==> config.mk <==
export PLATFORM = sky130hd
export DESIGN_NAME = lhr_header_rx
export DESIGN_NICKNAME = d
export VERILOG_FILES = /design/src/verilog/lhr_pkg.sv /design/src/verilog/lhr_header_rx.sv /design/src/verilog/lhr_char_rx.sv
export SDC_FILE = /design/constraint.sdc
export NUM_CORES = 1
export LEC_CHECK = 0
export BUFFER_PORTS_ARGS = -buffer_cell sky130_fd_sc_hd__buf_4
export CAP_MARGIN = 20
export CORE_MARGIN = 2
export CORE_UTILIZATION = 55
export CTS_BUF_LIST = sky130_fd_sc_hd__clkbuf_16
export CTS_CLUSTER_DIAMETER = 60
export DETAILED_ROUTE_END_ITERATION = 8
export PLACE_DENSITY_LB_ADDON = 0.05
export SLEW_MARGIN = 30
export SYNTH_ARGS = -nofsm -noshare
export SYNTH_HDL_FRONTEND = slang
export SYNTH_SLANG_ARGS = --single-unit
export TNS_END_PERCENT = 5
==> constraint.sdc <==
create_clock -name sys_clk -period 4.2 [get_ports sys_clk]
set_input_delay 0.84 -clock sys_clk [delete_from_list [all_inputs] [get_ports sys_clk]]
set_output_delay 0.84 -clock sys_clk [all_outputs]
set_load 0.01 [all_outputs]
==> src/verilog/lhr_pkg.sv <==
package lhr_pkg;

	// Register offsets over the plain register port
	localparam logic [3:0] LHR_OFF_DATA = 4'h0;
	localparam logic [3:0] LHR_OFF_STATUS = 4'h1;
	localparam logic [3:0] LHR_OFF_CTRL2 = 4'h2;
	localparam logic [3:0] LHR_OFF_CTRL3 = 4'h3;
	localparam logic [3:0] LHR_OFF_CTRL6 = 4'h4;
	localparam logic [3:0] LHR_OFF_BAUD_LO = 4'h5;
	localparam logic [3:0] LHR_OFF_BAUD_HI = 4'h6;

	// Status register bit positions
	localparam int LHR_SR_FE = 1;
	localparam int LHR_SR_HE = 3;
	localparam int LHR_SR_RECEIVE_NOT_EMPTY_FLAG = 5;
	// Control two
	localparam int LHR_C2_PARITY_CHECK_ENABLE = 0;
	localparam int LHR_C2_RWU = 1;
	localparam int LHR_C2_REN = 2;
	localparam int LHR_C2_TEN = 3;
	localparam int LHR_C2_RECEIVE_INTERRUPT_ENABLE = 5;
	// Control three
	localparam int LHR_C3_BUS_MODE_ENABLE = 6;
	// Control six
	localparam int LHR_C6_HDF = 0;
	localparam int LHR_C6_HDIEN = 1;
	localparam int LHR_C6_PE = 2;
	localparam int LHR_C6_PARITY_INTERRUPT_ENABLE = 3;
	localparam int LHR_C6_LSF = 4;
	localparam int LHR_C6_ASE = 5;
	localparam int LHR_C6_SLV = 6;

	// Reset values
	localparam logic [7:0] LHR_RST_BYTE = 8'h00;
	localparam logic [15:0] LHR_RST_DIV = 16'h0010;
	localparam logic [3:0] LHR_OVERSAMPLE = 4'hf;

	// Header timing, in local bit periods
	localparam logic [5:0] LHR_HEADER_LIMIT = 6'd57;
	localparam logic [7:0] LHR_SYNC_BYTE = 8'h55;
	localparam logic [3:0] LHR_BREAK_BITS = 4'd10;

	typedef struct packed {
		logic [3:0] addr;
		logic [7:0] wdata;
		logic wr;
		logic rd;
	} lhr_bus_req_t;

	typedef struct packed {
		logic [7:0] data;
		logic frame_err;
		logic is_break;
	} lhr_char_t;

endpackage : lhr_pkg

==> src/verilog/lhr_header_rx.sv <==
`timescale 1ns/1ps
module lhr_header_rx
	import lhr_pkg::*;
(
	// Clock and reset
	input wire logic sys_clk,
	input wire logic rst,
	// Register port
	input lhr_pkg::lhr_bus_req_t bus_req,
	output logic [7:0] rdata_reg,
	// Line
	input wire logic rx_pin,
	// Interrupt request
	output logic irq
);
	import lhr_pkg::*;

	typedef enum logic [1:0] {LHR_WAIT_BRK, LHR_WAIT_SYNC, LHR_WAIT_ID}
		lhr_hdr_t;

	function automatic logic id_parity_ok(input logic [7:0] id);
		id_parity_ok = (id[6] == (id[0] ^ id[1] ^ id[2] ^ id[4])) &&
			(id[7] == ~(id[1] ^ id[3] ^ id[4] ^ id[5]));
	endfunction : id_parity_ok

	logic [7:0] data_reg, ctrl2_reg, ctrl3_reg, ctrl6_reg;
	logic [15:0] div_reg;
	logic receive_not_empty_flag_reg, fe_reg, he_reg, sr_seen_reg;
	logic hdf_reg, pe_reg, lsf_reg, brk_reg;
	lhr_hdr_t hdr_reg;
	logic [5:0] tout_reg;
	logic tout_run_reg;
	logic rx_meta_reg, rx_sync_reg;
	logic [15:0] baud_cnt_reg;
	logic tick16;
	lhr_char_t ch;
	logic ch_valid, bit_tick;

	logic lin_slave, mute, wr_c6, rd_data;
	assign lin_slave = ctrl3_reg[LHR_C3_BUS_MODE_ENABLE] & ctrl6_reg[LHR_C6_SLV];
	assign mute = ctrl2_reg[LHR_C2_RWU];
	assign wr_c6 = bus_req.wr && bus_req.addr == LHR_OFF_CTRL6;
	assign rd_data = bus_req.rd && bus_req.addr == LHR_OFF_DATA;

	// Pin passes two flops before any logic
	always_ff @(posedge sys_clk or posedge rst)
	begin
		if (rst)
		begin
			rx_meta_reg <= 1'b1;
			rx_sync_reg <= 1'b1;
		end
		else
		begin
			rx_meta_reg <= rx_pin;
			rx_sync_reg <= rx_meta_reg;
		end
	end

	// Oversampling enable at 16x the bit rate
	always_ff @(posedge sys_clk or posedge rst)
	begin
		if (rst)
			baud_cnt_reg <= 16'h0000;
		else if (tick16)
			baud_cnt_reg <= 16'h0000;
		else
			baud_cnt_reg <= baud_cnt_reg + 16'h0001;
	end
	assign tick16 = baud_cnt_reg >= (div_reg >> 4);

	lhr_char_rx u_char_rx (
		.sys_clk(sys_clk),
		.rst(rst),
		.tick16(tick16),
		.enable(ctrl2_reg[LHR_C2_REN]),
		.rx_sync(rx_sync_reg),
		.char_reg(ch),
		.char_valid_reg(ch_valid),
		.bit_tick_reg(bit_tick)
	);

	// Header sequencing events
	logic ev_break, ev_sync, ev_id, ev_sync_err, ev_id_err, ev_tout;
	logic ev_data, lsf_fall;
	assign ev_break = ch_valid && ch.is_break && lin_slave;
	assign ev_sync = ch_valid && !ch.is_break && hdr_reg == LHR_WAIT_SYNC;
	assign ev_id = ch_valid && !ch.is_break && hdr_reg == LHR_WAIT_ID;
	assign ev_sync_err = ev_sync &&
		(ch.frame_err || ch.data != LHR_SYNC_BYTE);
	assign ev_id_err = ev_id && ch.frame_err;
	assign ev_tout = tout_run_reg && bit_tick &&
		tout_reg == LHR_HEADER_LIMIT;
	assign ev_data = ch_valid && !ch.is_break && !ev_sync && !ev_id;
	assign lsf_fall = wr_c6 && lsf_reg && !bus_req.wdata[LHR_C6_LSF];

	// Header state: break, sync, then identifier as third character
	always_ff @(posedge sys_clk or posedge rst)
	begin
		if (rst)
			hdr_reg <= LHR_WAIT_BRK;
		else if (ev_break)
			hdr_reg <= LHR_WAIT_SYNC;
		else if (ev_tout && hdr_reg == LHR_WAIT_SYNC &&
			ctrl6_reg[LHR_C6_ASE])
			hdr_reg <= LHR_WAIT_SYNC;
		else if (ev_tout || ev_sync_err || ev_id || lsf_fall)
			hdr_reg <= LHR_WAIT_BRK;
		else if (ev_sync)
			hdr_reg <= LHR_WAIT_ID;
	end

	// Header time-out counter in local bit periods
	always_ff @(posedge sys_clk or posedge rst)
	begin
		if (rst)
		begin
			tout_reg <= 6'd0;
			tout_run_reg <= 1'b0;
		end
		else if (ev_break)
		begin
			tout_reg <= 6'd0;
			tout_run_reg <= 1'b1;
		end
		else if (ev_id || ev_sync_err || ev_tout ||
			(lsf_fall && hdr_reg == LHR_WAIT_SYNC))
			tout_run_reg <= 1'b0;
		else if (tout_run_reg && bit_tick)
			tout_reg <= tout_reg + 6'd1;
	end

	// Analysis flag: set on break, held after a blocked time-out
	always_ff @(posedge sys_clk or posedge rst)
	begin
		if (rst)
			lsf_reg <= 1'b0;
		else if (ev_break)
			lsf_reg <= 1'b1;
		else if (wr_c6)
			lsf_reg <= bus_req.wdata[LHR_C6_LSF];
	end

	// Header error: set wins over the status-then-data clear
	always_ff @(posedge sys_clk or posedge rst)
	begin
		if (rst)
		begin
			he_reg <= 1'b0;
			sr_seen_reg <= 1'b0;
		end
		else
		begin
			if (bus_req.rd || bus_req.wr)
				sr_seen_reg <= bus_req.addr == LHR_OFF_STATUS;
			if (ev_sync_err || ev_id_err || ev_tout)
				he_reg <= 1'b1;
			else if (rd_data && sr_seen_reg)
				he_reg <= 1'b0;
		end
	end

	// Header detected, parity error and mute wake-up
	logic wake;
	assign wake = ev_id && !ev_id_err && !ev_tout;
	always_ff @(posedge sys_clk or posedge rst)
	begin
		if (rst)
		begin
			hdf_reg <= 1'b0;
			pe_reg <= 1'b0;
		end
		else
		begin
			if (wake)
			begin
				hdf_reg <= 1'b1;
				if (ctrl2_reg[LHR_C2_PARITY_CHECK_ENABLE] && !id_parity_ok(ch.data))
					pe_reg <= 1'b1;
			end
			else if (wr_c6)
			begin
				hdf_reg <= hdf_reg & bus_req.wdata[LHR_C6_HDF];
				pe_reg <= pe_reg & bus_req.wdata[LHR_C6_PE];
			end
		end
	end

	// Data, receive-not-empty, framing error, master break flag
	always_ff @(posedge sys_clk or posedge rst)
	begin
		if (rst)
		begin
			data_reg <= LHR_RST_BYTE;
			receive_not_empty_flag_reg <= 1'b0;
			fe_reg <= 1'b0;
			brk_reg <= 1'b0;
		end
		else
		begin
			if (wake || (ev_data && !mute))
			begin
				data_reg <= ch.data;
				receive_not_empty_flag_reg <= 1'b1;
				fe_reg <= ch.frame_err;
			end
			else if (ch_valid && ch.is_break && !lin_slave)
			begin
				receive_not_empty_flag_reg <= 1'b1;
				fe_reg <= 1'b1;
			end
			else if (rd_data)
				receive_not_empty_flag_reg <= 1'b0;
			if (ev_data && mute)
				fe_reg <= fe_reg;
			// Break flag is set at the first bit tick after an unread framing-error character (break or data) that finds the line high again
			if (bit_tick && receive_not_empty_flag_reg && fe_reg && !lin_slave &&
				ctrl3_reg[LHR_C3_BUS_MODE_ENABLE] && rx_sync_reg)
				brk_reg <= 1'b1;
			else if (wr_c6)
				brk_reg <= 1'b0;
		end
	end

	// Mute bit is cleared by hardware on wake-up
	always_ff @(posedge sys_clk or posedge rst)
	begin
		if (rst)
		begin
			ctrl2_reg <= LHR_RST_BYTE;
			ctrl3_reg <= LHR_RST_BYTE;
			ctrl6_reg <= LHR_RST_BYTE;
			div_reg <= LHR_RST_DIV;
		end
		else
		begin
			if (bus_req.wr && bus_req.addr == LHR_OFF_CTRL2)
				ctrl2_reg <= bus_req.wdata;
			else if (wake)
				ctrl2_reg[LHR_C2_RWU] <= 1'b0;
			if (bus_req.wr && bus_req.addr == LHR_OFF_CTRL3)
				ctrl3_reg <= bus_req.wdata;
			if (wr_c6)
				ctrl6_reg <= bus_req.wdata;
			if (bus_req.wr && bus_req.addr == LHR_OFF_BAUD_LO)
				div_reg[7:0] <= bus_req.wdata;
			if (bus_req.wr && bus_req.addr == LHR_OFF_BAUD_HI)
				div_reg[15:8] <= bus_req.wdata;
		end
	end

	// Read data, valid in the cycle after the strobe
	always_ff @(posedge sys_clk or posedge rst)
	begin
		if (rst)
			rdata_reg <= 8'h00;
		else if (!bus_req.rd)
			rdata_reg <= 8'h00;
		else if (bus_req.addr == LHR_OFF_DATA)
			rdata_reg <= data_reg;
		else if (bus_req.addr == LHR_OFF_STATUS)
			rdata_reg <= {2'b00, receive_not_empty_flag_reg, 1'b0, he_reg, 1'b0,
				fe_reg, 1'b0};
		else if (bus_req.addr == LHR_OFF_CTRL2)
			rdata_reg <= ctrl2_reg;
		else if (bus_req.addr == LHR_OFF_CTRL3)
			rdata_reg <= ctrl3_reg;
		else if (bus_req.addr == LHR_OFF_CTRL6)
			rdata_reg <= {brk_reg, ctrl6_reg[6:5], lsf_reg,
				ctrl6_reg[3], pe_reg, ctrl6_reg[1], hdf_reg};
		else if (bus_req.addr == LHR_OFF_BAUD_LO)
			rdata_reg <= div_reg[7:0];
		else if (bus_req.addr == LHR_OFF_BAUD_HI)
			rdata_reg <= div_reg[15:8];
		else
			rdata_reg <= 8'h00;
	end

	assign irq = (hdf_reg && ctrl6_reg[LHR_C6_HDIEN]) ||
		(pe_reg && ctrl6_reg[LHR_C6_PARITY_INTERRUPT_ENABLE]) ||
		((he_reg || receive_not_empty_flag_reg) && ctrl2_reg[LHR_C2_RECEIVE_INTERRUPT_ENABLE]);

	property p_he_irq;
		@(posedge sys_clk) disable iff (rst)
		(he_reg && ctrl2_reg[LHR_C2_RECEIVE_INTERRUPT_ENABLE]) |-> irq;
	endproperty
	a_he_irq: assert property (p_he_irq) else $error("no irq on header error");

	property p_tout_sets_he;
		@(posedge sys_clk) disable iff (rst)
		ev_tout |=> he_reg;
	endproperty
	a_tout_sets_he: assert property (p_tout_sets_he) else $error("timeout lost");

	property p_no_early_tout;
		@(posedge sys_clk) disable iff (rst)
		ev_tout |-> tout_reg == 6'd57;
	endproperty
	a_no_early_tout: assert property (p_no_early_tout) else $error("early timeout");

	property p_break_resets;
		@(posedge sys_clk) disable iff (rst)
		ev_break |=> tout_reg == 6'd0 && tout_run_reg;
	endproperty
	a_break_resets: assert property (p_break_resets) else $error("counter not cleared");

	property p_wake_hdf;
		@(posedge sys_clk) disable iff (rst)
		wake |=> hdf_reg && data_reg == $past(ch.data) && !mute;
	endproperty
	a_wake_hdf: assert property (p_wake_hdf) else $error("header not flagged");

	property p_parity;
		@(posedge sys_clk) disable iff (rst)
		(wake && ctrl2_reg[LHR_C2_PARITY_CHECK_ENABLE] && !id_parity_ok(ch.data)) |=> pe_reg && hdf_reg;
	endproperty
	a_parity: assert property (p_parity) else $error("parity error missed");

	property p_mute_drop;
		@(posedge sys_clk) disable iff (rst)
		(ev_data && mute && !receive_not_empty_flag_reg) |=> !receive_not_empty_flag_reg;
	endproperty
	a_mute_drop: assert property (p_mute_drop) else $error("mute delivered data");

	property p_mute_fe;
		@(posedge sys_clk) disable iff (rst)
		(ev_data && mute && !fe_reg) |=> !fe_reg;
	endproperty
	a_mute_fe: assert property (p_mute_fe) else $error("mute framing flag set");

	property p_err_no_wake;
		@(posedge sys_clk) disable iff (rst)
		(ev_sync_err && mute) |=> mute && hdr_reg == LHR_WAIT_BRK;
	endproperty
	a_err_no_wake: assert property (p_err_no_wake) else $error("woke on error");

	c_header: cover property (@(posedge sys_clk) disable iff (rst) wake);
	c_tout: cover property (@(posedge sys_clk) disable iff (rst) ev_tout);
	c_sync_err: cover property (@(posedge sys_clk) disable iff (rst) ev_sync_err);

endmodule : lhr_header_rx

==> src/verilog/lhr_char_rx.sv <==
`timescale 1ns/1ps
// Character receiver: 16x oversampling, 8N1, break recognition
module lhr_char_rx
	import lhr_pkg::*;
(
	// Clock and reset
	input wire logic sys_clk,
	input wire logic rst,
	// Timing
	input wire logic tick16,
	input wire logic enable,
	// Line
	input wire logic rx_sync,
	// Character out
	output lhr_pkg::lhr_char_t char_reg,
	output logic char_valid_reg,
	output logic bit_tick_reg
);
	typedef enum logic [1:0] {LHR_IDLE, LHR_START, LHR_BITS, LHR_STOP} lhr_rx_t;
	lhr_rx_t state_reg;
	logic [3:0] phase_reg;
	logic [3:0] count_reg;
	logic [7:0] shift_reg;
	logic zeros_reg;
	logic armed_reg;

	always_ff @(posedge sys_clk or posedge rst)
	begin
		if (rst)
		begin
			state_reg <= LHR_IDLE;
			phase_reg <= 4'h0;
			count_reg <= 4'h0;
			shift_reg <= 8'h00;
			zeros_reg <= 1'b0;
			armed_reg <= 1'b0;
			char_reg <= '0;
			char_valid_reg <= 1'b0;
		end
		else
		begin
			char_valid_reg <= 1'b0;
			if (!enable)
				state_reg <= LHR_IDLE;
			else if (tick16)
			begin
				phase_reg <= phase_reg + 4'h1;
				case (state_reg)
				// Only a fall from high starts a character, so the
				// low tail of a break is not taken for a start bit
				LHR_IDLE:
					if (!rx_sync && armed_reg)
					begin
						state_reg <= LHR_START;
						phase_reg <= 4'h0;
						armed_reg <= 1'b0;
					end
					else if (rx_sync)
						armed_reg <= 1'b1;
				LHR_START:
					if (phase_reg == 4'h7)
					begin
						// A glitch is not a start bit
						state_reg <= rx_sync ? LHR_IDLE : LHR_BITS;
						phase_reg <= 4'h0;
						count_reg <= 4'h0;
						zeros_reg <= 1'b1;
					end
				LHR_BITS:
					if (phase_reg == LHR_OVERSAMPLE)
					begin
						shift_reg <= {rx_sync, shift_reg[7:1]};
						zeros_reg <= zeros_reg & ~rx_sync;
						count_reg <= count_reg + 4'h1;
						if (count_reg == 4'h7)
							state_reg <= LHR_STOP;
					end
				default:
					if (phase_reg == LHR_OVERSAMPLE)
					begin
						char_reg.data <= shift_reg;
						char_reg.frame_err <= ~rx_sync;
						// Ten low bits incl. start and stop form a break
						char_reg.is_break <= zeros_reg & ~rx_sync;
						char_valid_reg <= 1'b1;
						// A low stop bit waits for the line to go high
						armed_reg <= rx_sync;
						state_reg <= LHR_IDLE;
					end
				endcase
			end
		end
	end

	logic [3:0] div16_reg;
	always_ff @(posedge sys_clk or posedge rst)
	begin
		if (rst)
		begin
			div16_reg <= 4'h0;
			bit_tick_reg <= 1'b0;
		end
		else
		begin
			bit_tick_reg <= tick16 && div16_reg == LHR_OVERSAMPLE;
			if (tick16)
				div16_reg <= div16_reg + 4'h1;
		end
	end

endmodule : lhr_char_rx

* Word level (Yosys, flattened, before mapping) *
Index checks and enable logic that the tools add are counted.

operators by class
  order comparisons = 1
  reductions and logical operators = 89
  equal/unequal tests = 29
  bitwise logic cells = 15
  add/subtract/negate cells = 5
  muxes and demuxes = 62

operators with widths
  kind                                                              number
  8-bit two-way mux                                                 8
  1-bit logical AND                                                 40
  1-bit two-way mux                                                 29
  2-bit two-way mux                                                 12
  4-bit by 3-bit == test with 1-bit output (second input constant)  5
  2-bit nonzero test                                                10
  6-bit two-way mux                                                 3
  16-bit by 1-bit adder with 16-bit output (second input constant)  1
  16-bit by 12-bit >= comparator with 1-bit output                  1
  16-bit two-way mux                                                1
  4-bit two-way mux                                                 4
  4-bit one-hot mux with 2 select lines                             2
  3-bit by 2-bit != test with 1-bit output (second input constant)  5
  1-bit logical OR                                                  14
  4-bit by 1-bit adder with 4-bit output (second input constant)    3
  1-bit zero test                                                   10
  5-bit AND reduction                                               2
  4-bit by 2-bit == test with 1-bit output (second input constant)  2
  4-bit == test (second input constant)                             2
  2-bit by 1-bit != test with 1-bit output (second input constant)  4
  8-bit by 7-bit != test with 1-bit output (second input constant)  1
  2-bit AND reduction                                               4
  4-bit AND reduction                                               2
  6-bit by 1-bit adder with 6-bit output (second input constant)    1
  other kinds (19)                                                  35

word-level totals
  register bits = 126
  output and inout bits = 9
  word-level logic and storage cells = 235
  input port bits = 17

* Logic depth before layout (Yosys ltp) *
Gate-level depths: netlist of the first run.

  depth after elaboration = 10
  depth in mapped cells = 9
  depth with buffers taken out = 8

* Modules after synthesis *
A second synthesis of the first run with hierarchy kept.

unflattened totals
  cell total of the unflattened synthesis = 554
  area total of the unflattened synthesis = 6167.2 µm²

modules (own cells, without submodules)
  module         area an instance (µm²)  sequential area each (µm²)  instances  cells each
  lhr_header_rx  4411.7                  2180.8                      1          410
  lhr_char_rx    1755.4                  900.9                       1          144

* Worst setup path after synthesis of the first run *
Ideal clock, no wire load.

  path kind = register to register
  from = reg baud_cnt_reg[6]
  to = reg u_char_rx.shift_reg[0]
  library setup time = 0.125 ns
  arrival time = 2.370 ns
  required time = 4.075 ns
  path buffers = 1
  stages on the path, launching flop included = 9
  path slack = 1.705 ns
  period minus slack after synthesis = 2.495 ns
  path through = dfrtp_1 ha_1 and3_1 a221o_1 a22o_1 or3_1 nand4_2 buf_6 mux2_4

between the ends
  longest elaborated chain between the ends = 2

RTL lines
  element                                           RTL line             source
  start, declared                                   lhr_header_rx.sv:34  logic [15:0] baud_cnt_reg;
  start signal, assigned                            lhr_header_rx.sv:68  baud_cnt_reg <= baud_cnt_reg + 16'h0001;
  16-bit by 12-bit >= comparator with 1-bit output  lhr_header_rx.sv:70  assign tick16 = baud_cnt_reg >= (div_reg >> 4);
  4-bit AND reduction (no line)                     -
  end signal, assigned                              lhr_char_rx.sv:72    shift_reg <= {rx_sync, shift_reg[7:1]};
  end, declared                                     lhr_char_rx.sv:23    logic [7:0] shift_reg;

No other way between the ends.
A chain may end at the register's enable or synchronous reset.

* Worst setup path in the final report of the first run *
  from = reg baud_cnt_reg[6]
  to = reg u_char_rx.shift_reg[2]

The elaborated chain is that of the path after synthesis.

==> run metrics, run 1 <==
Net Sw Frac=29.1%; DRT Wirelength=between 10000 and 15000 µm; utilization after layout=a little under two thirds; Diodes inserted=0; crit path kind=register to register; Post-synth EDFFs=0; crit path time final=approximately 3200 ps; DIE HEIGHT=approximately 110 µm; Chip Width=roughly 110 µm; clock latency at the later pin of the worst-skew pair=about 410 ps; root buf cell=clkbuf_16; final hold viol count=0; Endpoint, Worst Hold=rx_sync_reg; CP Launch Type=register; setup TNS=0 ps; Synth Register Bits=123; RSZ-0062 raised after global routing=false; WHS Path Cells=0; Detailed Route Iter0 Violations=268; overall global routing resource usage=between 20% and 30%; Register-to-Register Path Depth=7; Leak Pwr=approximately 3.2 nW; H-tree levels=4; Initial Util=between 50 and 60%; TritonCTS Buffers=17; postcts setup bufs=0; HPWL Detailed=slightly above 9000 µm; Seq/Total Area, Yosys=~50%; count of different cell masters after synthesis=65; worst path required time=~4500 ps; Mapped Cells=roughly 560; combinational cell fraction of total power=between 10% and 20%; core area=roughly 11000 µm²; Area contributors post-synth=dfrtp_1 (49%), mux2_2 (5.7%), ha_1 (4.9%), mux2_4 (3.9%), nand2_1 (3.6%); Worst Setup End Kind=register; first-pass GRT wire length=approximately 22000 µm; flop-to-flop setup slack=990 ps; area leader, netlist=dfrtp_1; clock slew at reported path FFs=around 50 ps; Seq pwr share=45.8%; Fin Clk Skew=~10 ps; Antenna Violating Nets Remaining=0; Yosys top cell area share=around half; area grow syn2layout=12.7%; largest net degree at the start of global routing=between 60 and 70; DR DRC count=0; Achievable Freq=just over 300 MHz; clk sinks=approximately 120; die area=~12000 µm²; reg-to-reg startpoint=baud_cnt_reg[6]; Slew Viols, Final=0; fin crit share=approximately 77%; Hold Path Class=register to register; commonest cells in the netlist=dfrtp_1 (120), nand2_1 (58), nor2_1 (38), inv_1 (34), o21ai_0 (33); # setup viols final=0; clock buffer depth=2; Yosys warnings=0; # fillers=899; Slew headroom=39.5%; Max VDD drop=0.000345 V; routing usage on met3=approximately 5.6%; drt wl/cell=17.6 µm; Synth Flop Type=dfrtp_1; Via-to-Cell Ratio=around 5.8; # nets final=626; clock share of power=a little over a third; # hold bufs at CTS=0; post_cts resized=0; pwr/cell area=between 400 and 500 nW/µm²; routing usage on met2=37.5%; Post-synth ARST share=between 90% and 100%; crit path DAT=roughly 3500 ps; measured slew at the worst slew-check pin=approximately 900 ps; P_int=2.39 mW; most numerous cell in the Yosys netlist=dfrtp_1; TritonCTS clock tree=yes; total gr overflow=0; Port-buffer cells=25; total power=3.36 mW; Mean Syn Cell Area=11.0 µm²; Post-Synthesis Cell Area=around 6000 µm²; share of post-route cells with drive strength above 1=approximately 18%; NetSw=0.979 mW; CP Max Fanout=20; via count=4272; number of global-route vias before repair=between 4000 and 5000; initial antenna violation count=0; busiest layer in global routing=met2; Hold Startpoint=rx_meta_reg; worst r2r dst=u_char_rx.shift_reg[2]; Cell Rows=38; GP Congestion=roughly 0.83; Initial DRT Pass Iterations=5; status=finished, final reports clean; Top Ports=26; M1 GR Usage=around a third; Max-Cap Viols=0
-- cells in the final DEF, fill, tap and decap left out, types with 10 or more instances in the layout --
cell,netlist,final
dfrtp_1,120,120
mux2_4,16,16
xnor2_1,16,16
o21ai_0,33,33
nand3_1,10,10
a21oi_1,11,11
ha_1,24,24
mux2_2,31,31
mux2i_1,15,15
buf_4,1,26
inv_1,34,42
nor2_1,38,38
nand2_1,58,58
clkbuf_16,0,17
-- critical path, cell delays in order (launching register included) --
cell	delay [ps]
dfrtp_1	430
ha_1	320
and3_1	190
nand3_1	100
a221oi_1	400
or3_1	660
nand4_2	530
mux2_4	460
-- cell families (layout without fill, tap and decap cells) --
| family | after synthesis | after routing | synth area share [%] |
|---|---|---|---|
| AO/OA/AOI/OAI | 97 | 97 | 10.9 |
| XOR/XNOR | 24 | 24 | 3.43 |
| adder cells (fa/ha/maj) | 24 | 24 | 4.91 |
| buffers and inverters | 55 | 93 | 3.82 |
| flip-flops | 123 | 123 | 50.3 |
| multiplexers | 62 | 62 | 12.1 |
| other | 1 | 3 | 0.0613 |
| AND/OR/NAND/NOR | 172 | 172 | 14.5 |
-- layer usage --
metal / up-vias / routed length [µm]
li1: 2038 / -
met1: 2132 / 6110
met2: 78 / 6220
met3: 24 / 447
met4: 0 / 238
met5: - / 0
-- power groups by stage --
| stage | combinational [mW] | clock, mW | sequential (mW) |
|---|---|---|---|
| after floorplan | 0.488 | 0 | 1.50 |
| after global placement | 0.596 | 0 | 1.55 |
| after detailed placement | 0.620 | 0 | 1.55 |
| after CTS | 0.623 | 1.23 | 1.54 |
| after global routing | 0.709 | 1.29 | 1.57 |
| final | 0.618 | 1.21 | 1.54 |
-- per-stage QoR --
step | setup WS (ps) | cells | cell area [µm²] | hold slack (ps)
finish | 987 | 738 | 6900 | 353
global route | 670 | 738 | 6900 | 364
CTS | 949 | 738 | 6900 | 354
detailed placement | 955 | 706 | 6410 | 347
global placement | 1090 | 706 | 6410 | 346
floorplan | 94.1 | 560 | 6130 | 345
-- worst max path at each step --
stage,start,endpoint,slack [ps],cells after the start
after floorplan,rst,baud_cnt_reg[0],90,1
after global placement,baud_cnt_reg[6],u_char_rx.shift_reg[7],1090,7
after detailed placement,baud_cnt_reg[11],u_char_rx.count_reg[2],950,7
after CTS,baud_cnt_reg[11],u_char_rx.count_reg[2],950,7
after global routing,baud_cnt_reg[6],u_char_rx.count_reg[2],670,7
final,baud_cnt_reg[6],u_char_rx.shift_reg[2],990,7
-- final cells by class --
| class | instances | area [µm²] | share of cell area, % |
|---|---|---|---|
| clock inverter | 15 | 60.1 | 0.870 |
| clock buffer | 17 | 425 | 6.17 |
| tap | 140 | 175 | 2.54 |
| multi-input combinational | 382 | 2810 | 40.8 |
| inverter | 34 | 130 | 1.89 |
| timing repair buffer | 27 | 215 | 3.12 |
| sequential | 123 | 3080 | 44.7 |
No activity file was read; power rests on OpenSTA's default activity.
==> inputs of run 2 (changes only) <==
ABC_AREA = 1   (was default)
clock period = 3.15 ns   (was 4.2 ns; I/O delays follow)
==> run metrics, run 2 <==
status=finished, final reports clean; die area=12400 µm² (+3.6%); clk sinks=123 (unchanged); H-tree levels=4 (unchanged); DIE HEIGHT=111 µm (+1.8%); Yosys warnings=0 (unchanged); NetSw=1.30 mW (+32%); # fillers=950 (+5.7%); critical-path cell list=ha_1, nand2_1, nor2_1, nand3_1, nor2_1, nor2_1, nand2_4, nand3_1, nand2_1, nand2_1; drt wl/cell=14.2 µm (-20%); DRT Wirelength=13800 µm (+5.9%); postcts setup bufs=0 (unchanged); HPWL Detailed=9750 µm (+7.5%); first-pass GRT wire length=23900 µm (+11%); Initial DRT Pass Iterations=5 (unchanged); via count=5119 (+20%); Diodes inserted=0 (unchanged); largest net degree at the start of global routing=124 (+80%); total area of sequential cells=3080 µm² (unchanged); worst r2r dst=u_char_rx.char_reg[8]; total gr overflow=0 (unchanged); Synth Flop Type=dfrtp_1; pwr/cell area=649 nW/µm² (+33%); reg-to-reg startpoint=baud_cnt_reg[7]; Fin Clk Skew=6.96 ps (-3.41 ps); Hold Path Class=primary input to register; # hold bufs at CTS=0 (unchanged); slowest cell on the critical path=dfrtp_1; count of different cell masters after synthesis=42 (-35%); Leak Pwr=3.78 nW (+17%); crit path time final=2380 ps (-830 ps); CP Launch Type=register; Port-buffer cells=25 (unchanged); Seq/Total Area, Yosys=48.6% (-1.8 points); final hold viol count=0 (unchanged); Worst Setup End Kind=register; RSZ-0062 raised after global routing=false; TritonCTS Buffers=17 (unchanged); Endpoint, Worst Hold=rx_meta_reg; Cell Rows=39 (+2.6%); Mean Syn Cell Area=8.11 µm² (-26%); Detailed Route Iter0 Violations=355 (+32%); GP Congestion=0.928 (+12%); clock latency at the later pin of the worst-skew pair=420 ps (about the same); flop-to-flop setup slack=770 ps (-220 ps); area grow syn2layout=15.0%; Max-Cap Viols=0 (unchanged); Post-synth EDFFs=0 (unchanged); Mapped Cells=783 (+40%); clock share of power=43.9% (+8.0 points); Post-Synthesis Cell Area=6350 µm² (+3.7%); setup TNS=0 ps (unchanged); Slew Viols, Final=0 (unchanged); Via-to-Cell Ratio=5.27 (-8.9%); most frequent cells in the layout=nand2_1 (225), dfrtp_1 (120), inv_1 (100), nor2_1 (58), o21ai_0 (55); TritonCTS clock tree=yes; Max VDD drop=0.000519 V (+50%); # setup viols final=0 (unchanged); overall global routing resource usage=24.0% (+0.063 points); Area contributors post-synth=dfrtp_1 (47%), nand2_1 (13%), inv_1 (5.9%), ha_1 (4.7%), o21ai_0 (4.3%); commonest cells in the netlist=nand2_1 (225), dfrtp_1 (120), inv_1 (99), nor2_1 (58), o21ai_0 (55); utilization after layout=64.5% (+0.81 points); clock buffer depth=2 (unchanged); Register-to-Register Path Depth=10 (+3); footprint of the multi-input gates=2790 µm² (-0.89%); Critical Path Max Stage Delay=440 ps (-220 ps); Net Sw Frac=27.3% (-1.8 points); # nets final=856 (+37%); total power=4.74 mW (+41%); Seq pwr share=41.5% (-4.3 points); Hold Startpoint=rx_pin; DR DRC count=0 (unchanged); Synth Register Bits=123 (unchanged); share of post-route cells with drive strength above 1=11.2% (-7.2 points); Post-synth ARST share=100% (unchanged); number of global-route vias before repair=5039 (+18%); core area=11300 µm² (+4.4%); crit path kind=register to register; area leader, netlist=dfrtp_1; post_cts resized=0 (unchanged); measured slew at the worst slew-check pin=672 ps (-233 ps); Antenna Violating Nets Remaining=0 (unchanged); Chip Width=111 µm (+1.8%); P_int=3.44 mW (+44%); commonest non-fill, non-tap cell in the layout=nand2_1; crit path DAT=2690 ps (-810 ps); clock slew at reported path FFs=60 ps (about the same); Initial Util=56.1% (-0.40 points); CP Max Fanout=42 (+110%); root buf cell=clkbuf_16; WHS Path Cells=1 (+1); Yosys top cell area share=47.3% (-1.8 points); fin crit share=75.7% (-0.84 points); Top Ports=26 (unchanged); most numerous cell in the Yosys netlist=nand2_1; Slew headroom=55.0% (+16 points); Achievable Freq=420 MHz (+35%); initial antenna violation count=0 (unchanged); combinational cell fraction of total power=14.7% (-3.7 points); worst path required time=3460 ps (-1030 ps)
## run 2: cell types whose count changed after synthesis, sizes merged, moves of 26 or more
cell   delta
o21ai    +43
nand2   +177
mux2     -47
nor2     +27
nand3    +26
inv      +70
## run 2: cell families after synthesis
kind of cell               Yosys count  share of synthesized area [%]
and+or+nand+nor                    381                           26.6
DFF                                123                           48.6
buffers and inverters              121                           7.65
AOI/OAI and AO/OA                  116                           10.1
adders and majority gates           24                           4.73
xor gates and xnor gates            17                           2.35
other                                1                         0.0591
## run 2: worst max-delay path by stage
stage	from	endpoint	slack (ps)	depth (start not counted)
6_report	baud_cnt_reg[7]	u_char_rx.char_reg[8]	770	10
5_1_grt	baud_cnt_reg[7]	u_char_rx.char_reg[5]	490	10
3_3_place_gp	baud_cnt_reg[7]	u_char_rx.char_reg[4]	890	10
4_1_cts	baud_cnt_reg[11]	u_char_rx.char_reg[8]	730	10
2_1_floorplan	rst	baud_cnt_reg[0]	1010	1
3_5_place_dp	baud_cnt_reg[11]	u_char_rx.char_reg[7]	760	10
## run 2: metal layers
metal | vias to the layer above | routed length [µm] | GRT usage (%)
li1 | 2576 | - | -
met1 | 2414 | 6180 | 31.6
met2 | 108 | 6660 | 39.4
met3 | 21 | 726 | 6.10
met4 | 0 | 213 | 7.65
met5 | - | 0 | 0
## run 2: stage by stage
| stage | cells | cell area (µm²) | hold slack, ps | setup slack [ps] |
|---|---|---|---|---|
| finish | 971 | 7300 | 318 | 766 |
| global route | 971 | 7300 | 306 | 489 |
| CTS | 971 | 7300 | 305 | 730 |
| detailed placement | 939 | 6670 | 350 | 757 |
| global placement | 939 | 6670 | 349 | 890 |
| floorplan | 785 | 6360 | 345 | 1010 |
## run 2: layout make-up
class                      instances  area share (%)
clock buffer                      17            5.83
clock inverter                    15            2.85
inverter                         104            5.40
multi-input combinational        541            38.2
sequential                       123            42.2
tap                              143            2.45
timing repair buffer              28            3.05
## run 2: power groups by stage
| stage | clock [mW] | sequential [mW] | combinational [mW] |
|---|---|---|---|
| after global placement | 0 | 1.98 | 0.661 |
| after floorplan | 0 | 1.93 | 0.532 |
| after global routing | 2.18 | 1.99 | 0.808 |
| final | 2.08 | 1.97 | 0.695 |
| after detailed placement | 0 | 1.98 | 0.691 |
| after CTS | 2.10 | 1.96 | 0.702 |
## run 2: worst max-delay path, delay by kind of cell (launching register included)
family | cells | cell delay [ps]
simple gates | 9 | 1470
fa+ha+maj | 1 | 340
flops | 1 | 440
